`src/common/nvrd_pkg.sv`:
```
// constants shared by the non-volatile register-command parameter decoder
package nvrd_pkg;
    // parameter word field layout
    localparam int RD_SUP_BIT    = 31;
    localparam int WR_SUP_BIT    = 30;
    localparam int ALEN_LSB      = 28;
    localparam int DUM1S_LSB     = 26;
    localparam int CYC2S_LSB     = 22;
    localparam int CYC4S_LSB     = 18;
    localparam int CYC4D_LSB     = 14;
    localparam int CYC8S_LSB     = 10;
    localparam int CYC8D_LSB     = 6;
    localparam int RSVD_LSB      = 4;
    localparam int CYC1S_LSB     = 0;
    // single-lane dummy codes
    localparam logic [1:0] DUM_NONE  = 2'h0;
    localparam logic [1:0] DUM_BYTE  = 2'h1;
    localparam logic [1:0] DUM_FIELD = 2'h2;
    localparam logic [1:0] DUM_NOSUP = 2'h3;
    localparam logic [3:0] CYC_NOSUP = 4'hF;
    localparam logic [4:0] DUM_BYTE_CYCLES = 5'h08;
    // axi4-lite register map (byte addresses)
    localparam logic [3:0] REG_PARAM  = 4'h0;
    localparam logic [3:0] REG_INFO   = 4'h4;
    localparam logic [3:0] REG_MODE   = 4'h8;
    localparam logic [3:0] REG_DUMMY  = 4'hC;
    localparam logic [31:0] PARAM_RST = 32'h0000_0000;
    localparam logic [2:0]  MODE_RST  = 3'h0;
    // bus mode selector codes
    localparam logic [2:0] M_1S = 3'h0;
    localparam logic [2:0] M_2S = 3'h1;
    localparam logic [2:0] M_4S = 3'h2;
    localparam logic [2:0] M_4D = 3'h3;
    localparam logic [2:0] M_8S = 3'h4;
    localparam logic [2:0] M_8D = 3'h5;
    localparam logic [1:0] RESP_OKAY   = 2'h0;
    localparam logic [1:0] RESP_SLVERR = 2'h2;
endpackage

```
`src/core/nvrd_decoder.sv`:
```
// host-side decoder for the non-volatile register-command parameter word
//
// Chosen here: the AXI4-Lite interface to the registers and the placing of the registers.
`timescale 1ns/1ps
`default_nettype none
module nvrd_decoder (
    input  wire logic        aclk,          // 50 MHz clock
    input  wire logic        aresetn,       // sync reset, active low
    input  wire logic [3:0]  s_axi_awaddr,  // write address
    input  wire logic        s_axi_awvalid, // write address valid
    output logic             s_axi_awready, // write address ready
    input  wire logic [31:0] s_axi_wdata,   // write data
    input  wire logic [3:0]  s_axi_wstrb,   // write strobes
    input  wire logic        s_axi_wvalid,  // write data valid
    output logic             s_axi_wready,  // write data ready
    output logic [1:0]       s_axi_bresp,   // write response
    output logic             s_axi_bvalid,  // write response valid
    input  wire logic        s_axi_bready,  // write response ready
    input  wire logic [3:0]  s_axi_araddr,  // read address
    input  wire logic        s_axi_arvalid, // read address valid
    output logic             s_axi_arready, // read address ready
    output logic [31:0]      s_axi_rdata,   // read data
    output logic [1:0]       s_axi_rresp,   // read response
    output logic             s_axi_rvalid,  // read data valid
    input  wire logic        s_axi_rready,  // read data ready
    output logic             nv_rd_ok,      // read usable in selected mode
    output logic             nv_wr_ok,      // generic write usable
    output logic [2:0]       nv_addr_bytes, // register address bytes, 1..4
    output logic [4:0]       nv_dummy_cyc   // dummy cycles in selected mode
);

    ////////////////////////////////////////////////////////////////////////
    // decode

    // returns 1 in [4] for unsupported, else count in [3:0]
    function automatic logic [4:0] cyc_field(input logic [31:0] w, input int lsb);
        logic [3:0] c;
        c = w[lsb +: 4];
        cyc_field = (c == nvrd_pkg::CYC_NOSUP) ? 5'h10 : {1'b0, c};
    endfunction

    logic [31:0] param_q, param_d;
    logic [2:0]  mode_q, mode_d;
    logic [4:0]  sel;          // [4] unsupported, [3:0] count
    logic [4:0]  sel_cyc;
    logic [2:0]  abytes;

    always_comb begin
        logic [1:0] d1;
        d1 = param_q[nvrd_pkg::DUM1S_LSB +: 2];
        // own length, never the array's address length
        abytes = 3'(param_q[nvrd_pkg::ALEN_LSB +: 2]) + 3'h1;
        case (mode_q)
            nvrd_pkg::M_1S: begin
                case (d1)
                    nvrd_pkg::DUM_NONE:  sel = 5'h00;
                    nvrd_pkg::DUM_BYTE:  sel = 5'h00;
                    nvrd_pkg::DUM_FIELD: sel = cyc_field(param_q, nvrd_pkg::CYC1S_LSB);
                    default:             sel = 5'h10;
                endcase
            end
            nvrd_pkg::M_2S: sel = cyc_field(param_q, nvrd_pkg::CYC2S_LSB);
            nvrd_pkg::M_4S: sel = cyc_field(param_q, nvrd_pkg::CYC4S_LSB);
            nvrd_pkg::M_4D: sel = cyc_field(param_q, nvrd_pkg::CYC4D_LSB);
            nvrd_pkg::M_8S: sel = cyc_field(param_q, nvrd_pkg::CYC8S_LSB);
            nvrd_pkg::M_8D: sel = cyc_field(param_q, nvrd_pkg::CYC8D_LSB);
            default:        sel = 5'h10;
        endcase
        if (mode_q == nvrd_pkg::M_1S && d1 == nvrd_pkg::DUM_BYTE) begin
            sel_cyc = nvrd_pkg::DUM_BYTE_CYCLES;
        end else begin
            sel_cyc = {1'b0, sel[3:0]};
        end
    end

    ////////////////////////////////////////////////////////////////////////
    // axi4-lite slave

    typedef enum logic [1:0] {W_IDLE, W_RESP} nvrd_wst_e;
    nvrd_wst_e   wst_q, wst_d;
    logic        aw_have_q, aw_have_d, w_have_q, w_have_d;
    logic [3:0]  awaddr_q, awaddr_d;
    logic [31:0] wdata_q, wdata_d;
    logic [3:0]  wstrb_q, wstrb_d;
    logic [1:0]  bresp_q, bresp_d;
    logic        rvalid_q, rvalid_d;
    logic [31:0] rdata_q, rdata_d;
    logic [1:0]  rresp_q, rresp_d;
    logic        rd_ok_q, rd_ok_d, wr_ok_q, wr_ok_d;
    logic [2:0]  ab_q, ab_d;
    logic [4:0]  dc_q, dc_d;
    logic        awready_q, awready_d;
    logic        wready_q, wready_d;
    logic        bvalid_q, bvalid_d;
    logic        arready_q, arready_d;

    always_comb begin
        logic [31:0] nw;
        wst_d     = wst_q;
        aw_have_d = aw_have_q;
        w_have_d  = w_have_q;
        awaddr_d  = awaddr_q;
        wdata_d   = wdata_q;
        wstrb_d   = wstrb_q;
        bresp_d   = bresp_q;
        param_d   = param_q;
        mode_d    = mode_q;
        nw        = param_q;
        if (wst_q == W_IDLE) begin
            if (s_axi_awvalid && awready_q) begin
                aw_have_d = 1'b1;
                awaddr_d  = s_axi_awaddr;
            end
            if (s_axi_wvalid && wready_q) begin
                w_have_d = 1'b1;
                wdata_d  = s_axi_wdata;
                wstrb_d  = s_axi_wstrb;
            end
            if (aw_have_q && w_have_q) begin
                bresp_d = nvrd_pkg::RESP_OKAY;
                for (int b = 0; b < 4; b++) begin
                    if (wstrb_q[b]) begin
                        nw[8*b +: 8] = wdata_q[8*b +: 8];
                    end
                end
                case (awaddr_q)
                    nvrd_pkg::REG_PARAM: param_d = nw;
                    nvrd_pkg::REG_MODE:  begin
                        if (wstrb_q[0]) begin
                            mode_d = wdata_q[2:0];
                        end
                    end
                    default: bresp_d = nvrd_pkg::RESP_SLVERR;
                endcase
                wst_d     = W_RESP;
                aw_have_d = 1'b0;
                w_have_d  = 1'b0;
            end
        end else if (s_axi_bready) begin
            wst_d = W_IDLE;
        end
    end

    always_comb begin
        rvalid_d = rvalid_q;
        rdata_d  = rdata_q;
        rresp_d  = rresp_q;
        if (rvalid_q) begin
            if (s_axi_rready) begin
                rvalid_d = 1'b0;
            end
        end else if (s_axi_arvalid && arready_q) begin
            rvalid_d = 1'b1;
            rresp_d  = nvrd_pkg::RESP_OKAY;
            case (s_axi_araddr)
                nvrd_pkg::REG_PARAM: rdata_d = param_q;
                nvrd_pkg::REG_INFO:  rdata_d = {27'h0, param_q[nvrd_pkg::WR_SUP_BIT],
                                                param_q[nvrd_pkg::RD_SUP_BIT], abytes};
                nvrd_pkg::REG_MODE:  rdata_d = {29'h0, mode_q};
                nvrd_pkg::REG_DUMMY: rdata_d = {26'h0, sel[4], sel_cyc};
                default: begin
                    rdata_d = 32'h0000_0000;
                    rresp_d = nvrd_pkg::RESP_SLVERR;
                end
            endcase
        end
        // reserved bits 5:4 take no part in any decode
        rd_ok_d = param_q[nvrd_pkg::RD_SUP_BIT] && !sel[4];
        wr_ok_d = param_q[nvrd_pkg::WR_SUP_BIT];
        ab_d    = abytes;
        dc_d    = sel[4] ? 5'h00 : sel_cyc;
    end

    always_ff @(posedge aclk) begin
        if (!aresetn) begin
            wst_q     <= W_IDLE;
            aw_have_q <= 1'b0;
            w_have_q  <= 1'b0;
            awaddr_q  <= 4'h0;
            wdata_q   <= 32'h0000_0000;
            wstrb_q   <= 4'h0;
            bresp_q   <= nvrd_pkg::RESP_OKAY;
            param_q   <= nvrd_pkg::PARAM_RST;
            mode_q    <= nvrd_pkg::MODE_RST;
            rvalid_q  <= 1'b0;
            rdata_q   <= 32'h0000_0000;
            rresp_q   <= nvrd_pkg::RESP_OKAY;
            rd_ok_q   <= 1'b0;
            wr_ok_q   <= 1'b0;
            ab_q      <= 3'h1;
            dc_q      <= 5'h00;
        end else begin
            wst_q     <= wst_d;
            aw_have_q <= aw_have_d;
            w_have_q  <= w_have_d;
            awaddr_q  <= awaddr_d;
            wdata_q   <= wdata_d;
            wstrb_q   <= wstrb_d;
            bresp_q   <= bresp_d;
            param_q   <= param_d;
            mode_q    <= mode_d;
            rvalid_q  <= rvalid_d;
            rdata_q   <= rdata_d;
            rresp_q   <= rresp_d;
            rd_ok_q   <= rd_ok_d;
            wr_ok_q   <= wr_ok_d;
            ab_q      <= ab_d;
            dc_q      <= dc_d;
        end
    end

    ////////////////////////////////////////////////////////////////////////
    // handshake flags

    // ready flags leave flip-flops; they are worked out from the next state,
    // so each one stands exactly while its channel can take an item
    always_comb begin
        awready_d = (wst_d == W_IDLE) && !aw_have_d;
        wready_d  = (wst_d == W_IDLE) && !w_have_d;
        bvalid_d  = (wst_d == W_RESP);
        arready_d = !rvalid_d;
    end

    // readies stay low through reset and come up one edge after release
    always_ff @(posedge aclk) begin
        if (!aresetn) begin
            awready_q <= 1'b0;
            wready_q  <= 1'b0;
            bvalid_q  <= 1'b0;
            arready_q <= 1'b0;
        end else begin
            awready_q <= awready_d;
            wready_q  <= wready_d;
            bvalid_q  <= bvalid_d;
            arready_q <= arready_d;
        end
    end

    assign s_axi_awready = awready_q;
    assign s_axi_wready  = wready_q;
    assign s_axi_bvalid  = bvalid_q;
    assign s_axi_bresp   = bresp_q;
    assign s_axi_arready = arready_q;
    assign s_axi_rvalid  = rvalid_q;
    assign s_axi_rdata   = rdata_q;
    assign s_axi_rresp   = rresp_q;
    assign nv_rd_ok      = rd_ok_q;
    assign nv_wr_ok      = wr_ok_q;
    assign nv_addr_bytes = ab_q;
    assign nv_dummy_cyc  = dc_q;

endmodule
`default_nettype wire

```
`config.mk`:
```
export PLATFORM = sky130hd
export DESIGN_NAME = nvrd_decoder
export DESIGN_NICKNAME = d
export VERILOG_FILES = /design/src/common/nvrd_pkg.sv /design/src/core/nvrd_decoder.sv
export SDC_FILE = /design/constraint.sdc
export NUM_CORES = 1
export LEC_CHECK = 0
export BUFFER_PORTS_ARGS = -buffer_cell sky130_fd_sc_hd__buf_4
export CORE_MARGIN = 10
export CORE_UTILIZATION = 40
export DETAILED_ROUTE_END_ITERATION = 7
export PLACE_DENSITY = 0.65
export SLEW_MARGIN = 40
export SYNTH_ARGS = -nofsm -noshare
export SYNTH_HDL_FRONTEND = slang
export SYNTH_SLANG_ARGS = --single-unit
```
`constraint.sdc`:
```
create_clock -name aclk -period 2.7 [get_ports aclk]
set_input_delay 0.675 -clock aclk [delete_from_list [all_inputs] [get_ports aclk]]
set_output_delay 0.675 -clock aclk [all_outputs]
set_load 0.02 [all_outputs]
```
==> run summary <==
Max Fclk: 501.0 MHz
Worst skew pair latency: 410 ps
Setup crit start kind: flip-flop
Avg Cell Area, Syn: 9.045 µm²
Crit end category: flip-flop
Asr flop ratio synth: 0%
Fillers: 1201
Post-DP HPWL: 9581 µm
Max incr delay on CP: 660 ps
Met3 usage: 5.072%
Worst slack, placed: 421.9 ps
WP buf/inv: 0
I/O pins: 102
Placement row count: 41
Post-synth EDFFs: 0
CP max FO: 15
Reg2reg start: mode_q[1]$_SDFFE_PN0P_
GPL Wtd Cong: 0.8462
MaxCap Viol Count: 0
Slowest CP cell: dfxtp_1
Overflow after GRT: 0
Post-synthesis register bit count: 127
Post-route antenna net violation count: 0
Worst hold path type: reg2reg
RSZ-0062 raised after global routing: false
Count of different cell masters after synthesis: 53
Diodes inserted: 0
Worst vdd ir: 0.0004161 V
Hold path startpoint: wdata_q[31]$_SDFFE_PN0P_
DRC viols: 0
Initial Util: 40.52%
Leakage power: 2.549 nW
Initial antenna violation count: 0
Total track usage: 14.73%
Number of port buffers: 98
Number of buffers created by CTS: 17
Final WS setup: 704.1 ps
Hold endpoint: param_q[31]$_SDFFE_PN0P_
Yosys warning total: 0
Part of the Yosys area used for sequential elements: 49.93%
Setup CP Type: reg2reg
First-pass GRT wire length: 21080 µm
# H-tree levels: 4
Min Clock Period, post-route: 1996 ps
First DRT Iteration DRCs: 296
Most Crowded Layer GR: met2
CP Data Arrival Time: 2280 ps
Delay-heaviest family, CP: simple AND/OR/NAND/NOR gates
Reg2reg end: nv_dummy_cyc[0]$_SDFF_PP0_
Tot Pwr: 4.353 mW
Final Routed Wirelength: 13230 µm
Mapped cell area: 0.005092 mm²
Max-slew violations: 0
Count of final setup violators: 0
Fin crit share: 73.92%
Nets@finish: 701
WL/cell: 15.92 µm
Top FF cell, synth: dfxtp_1
Worst-Margin Slew: 617.4 ps
CTS resizes: 0
Grt met1 use: 17.61%
DR vias: 4274
Met2 Use GR: 23.08%
Hold Buf Count CTS: 0
Clk_skew: 8.489 ps
Pwr Density: 675.8 mW/mm²
Mapped Cells: 563
Vias in the first global route: 4235
Largest net degree at the start of global routing: 61
R2R Setup Slk: 700 ps
R2R cell count: 5
Count of final hold-check violations: 0
Area Overhead vs Synth: 26.49%
Commonest non-fill, non-tap cell in the layout: dfxtp_1
Clk slew on worst S/H paths: 50 ps
Worst slew margin: 58.84%
Die X: 132.8 µm
Die area: 0.01764 mm²
FF+latch area: 0.002542 mm²
CTS root buf: clkbuf_16
Dpl cells: 802
Pre-antenna DRT Iters: 5
CTS tree: yes
Sink Count: 127
Core Box Area: 0.01257 mm²
Layout cell share with drive strength beyond 1: 23.98%
Drt via density: 5.143
CP cell instances: nor2b_1 -> and3_1 -> nor4_1 -> nand2b_1 -> nor2_1
Worst-case clock buffer depth: 2
Layout Cells excl Fill: 831
Post-CTS Setup Bufs: 0
Hold depth: 2
Die H: 132.8 µm
Worst Path Required: 2990 ps
Multi-input gate area: 0.002330 mm²
Status: finished clean
Setup_tns: 0 ps
Most frequent cells in the layout: dfxtp_1, nand2_1, buf_4
-- per-stage QoR --
step	util [%]	area, µm²	hold slack (ps)
global route	51.25	6441	477.4
detailed placement	46.78	5879	449.9
global placement	46.78	5879	448.5
floorplan	-	5100	409.5
finish	51.25	6441	458.4
CTS	51.25	6441	458.0
-- metal layers --
layer  vias up  wire (µm)
li1       2103          -
met1      1999       5777
met2       148       6172
met3        24        979
met4         0        299
met5         -          0
-- worst min-delay path: cells and delay by family (launching register included) --
| kind | cells | cell delay (ps) |
|---|---|---|
| simple gates | 1 | 50 |
| flops | 1 | 310 |
| compound gates | 1 | 50 |
-- flip-flops by register name (all words and copies together) (netlist names) --
register / cells
nv_wr_ok: 1
nv_addr_bytes: 3
awaddr_q: 4
wstrb_q: 4
s_axi_wready: 1
s_axi_rdata: 32
aw_have_q: 1
nv_dummy_cyc: 4
param_q: 32
nv_rd_ok: 1
s_axi_arready: 1
w_have_q: 1
wst_q: 2
s_axi_awready: 1
s_axi_bvalid: 1
wdata_q: 32
s_axi_rresp: 1
mode_q: 3
s_axi_bresp: 1
s_axi_rvalid: 1
-- logic make-up after synthesis --
family | Yosys count | synth area share [%]
buffers and inverters | 43 | 4.471
AOI/OAI and AO/OA | 119 | 17.08
DFF | 127 | 49.93
and+or+nand+nor | 253 | 24.47
adders and majority gates | 1 | 0.2457
other | 1 | 0.07364
muxes | 19 | 3.735
-- synth_stat cells (all sizes together), types with 2 or more instances --
master  instances  area share [%]
nand4b          4            0.69
and3            6            0.74
a22oi          27             5.0
a21oi          37             3.6
o21ai           3            0.37
dfxtp         127              50
and3b           2            0.34
or4             3            0.52
nand3          11             1.1
clkbuf         21             1.6
nor2           49             3.9
inv             5            0.37
and2            6            0.74
a211oi          3            0.54
o221ai          2            0.34
mux2i          19             3.7
nor3            7            0.91
a22o            6             1.0
nand4           9             1.1
nor2b          18             2.5
nand2         126             9.3
nand3b          2            0.54
nand2b          3            0.37
a21boi         35             5.2
buf            17             2.5
-- final cells by class --
type	count	area share (%)
Timing Repair Buffer	103	12.00
Clock buffer	22	7.362
Tap cell	172	3.341
Inverter	5	0.2914
Sequential cell	127	39.47
Clock inverter	7	1.360
Multi-Input combinational cell	395	36.17
-- power by group --
part	switching, mW	internal, mW	leakage [nW]
combinational	0.127	0.105	1.24
sequential	0.0251	1.92	1.03
clock	0.772	1.41	0.277
-- worst max path at each step --
| stage | from | to | slack (ps) | cells past startpoint |
|---|---|---|---|---|
| after floorplan | s_axi_araddr[1] | s_axi_rdata[5]$_SDFFE_PN0P_ | 930 | 5 |
| after global placement | s_axi_arvalid | s_axi_rdata[19]$_SDFFE_PN0P_ | 480 | 6 |
| after detailed placement | s_axi_arvalid | s_axi_rdata[20]$_SDFFE_PN0P_ | 420 | 6 |
| after CTS | mode_q[1]$_SDFFE_PN0P_ | nv_dummy_cyc[0]$_SDFF_PP0_ | 770 | 5 |
| after global routing | mode_q[1]$_SDFFE_PN0P_ | nv_dummy_cyc[1]$_SDFF_PP0_ | 600 | 5 |
| final | mode_q[1]$_SDFFE_PN0P_ | nv_dummy_cyc[0]$_SDFF_PP0_ | 700 | 5 |
No activity file was read; power rests on OpenSTA's default activity.
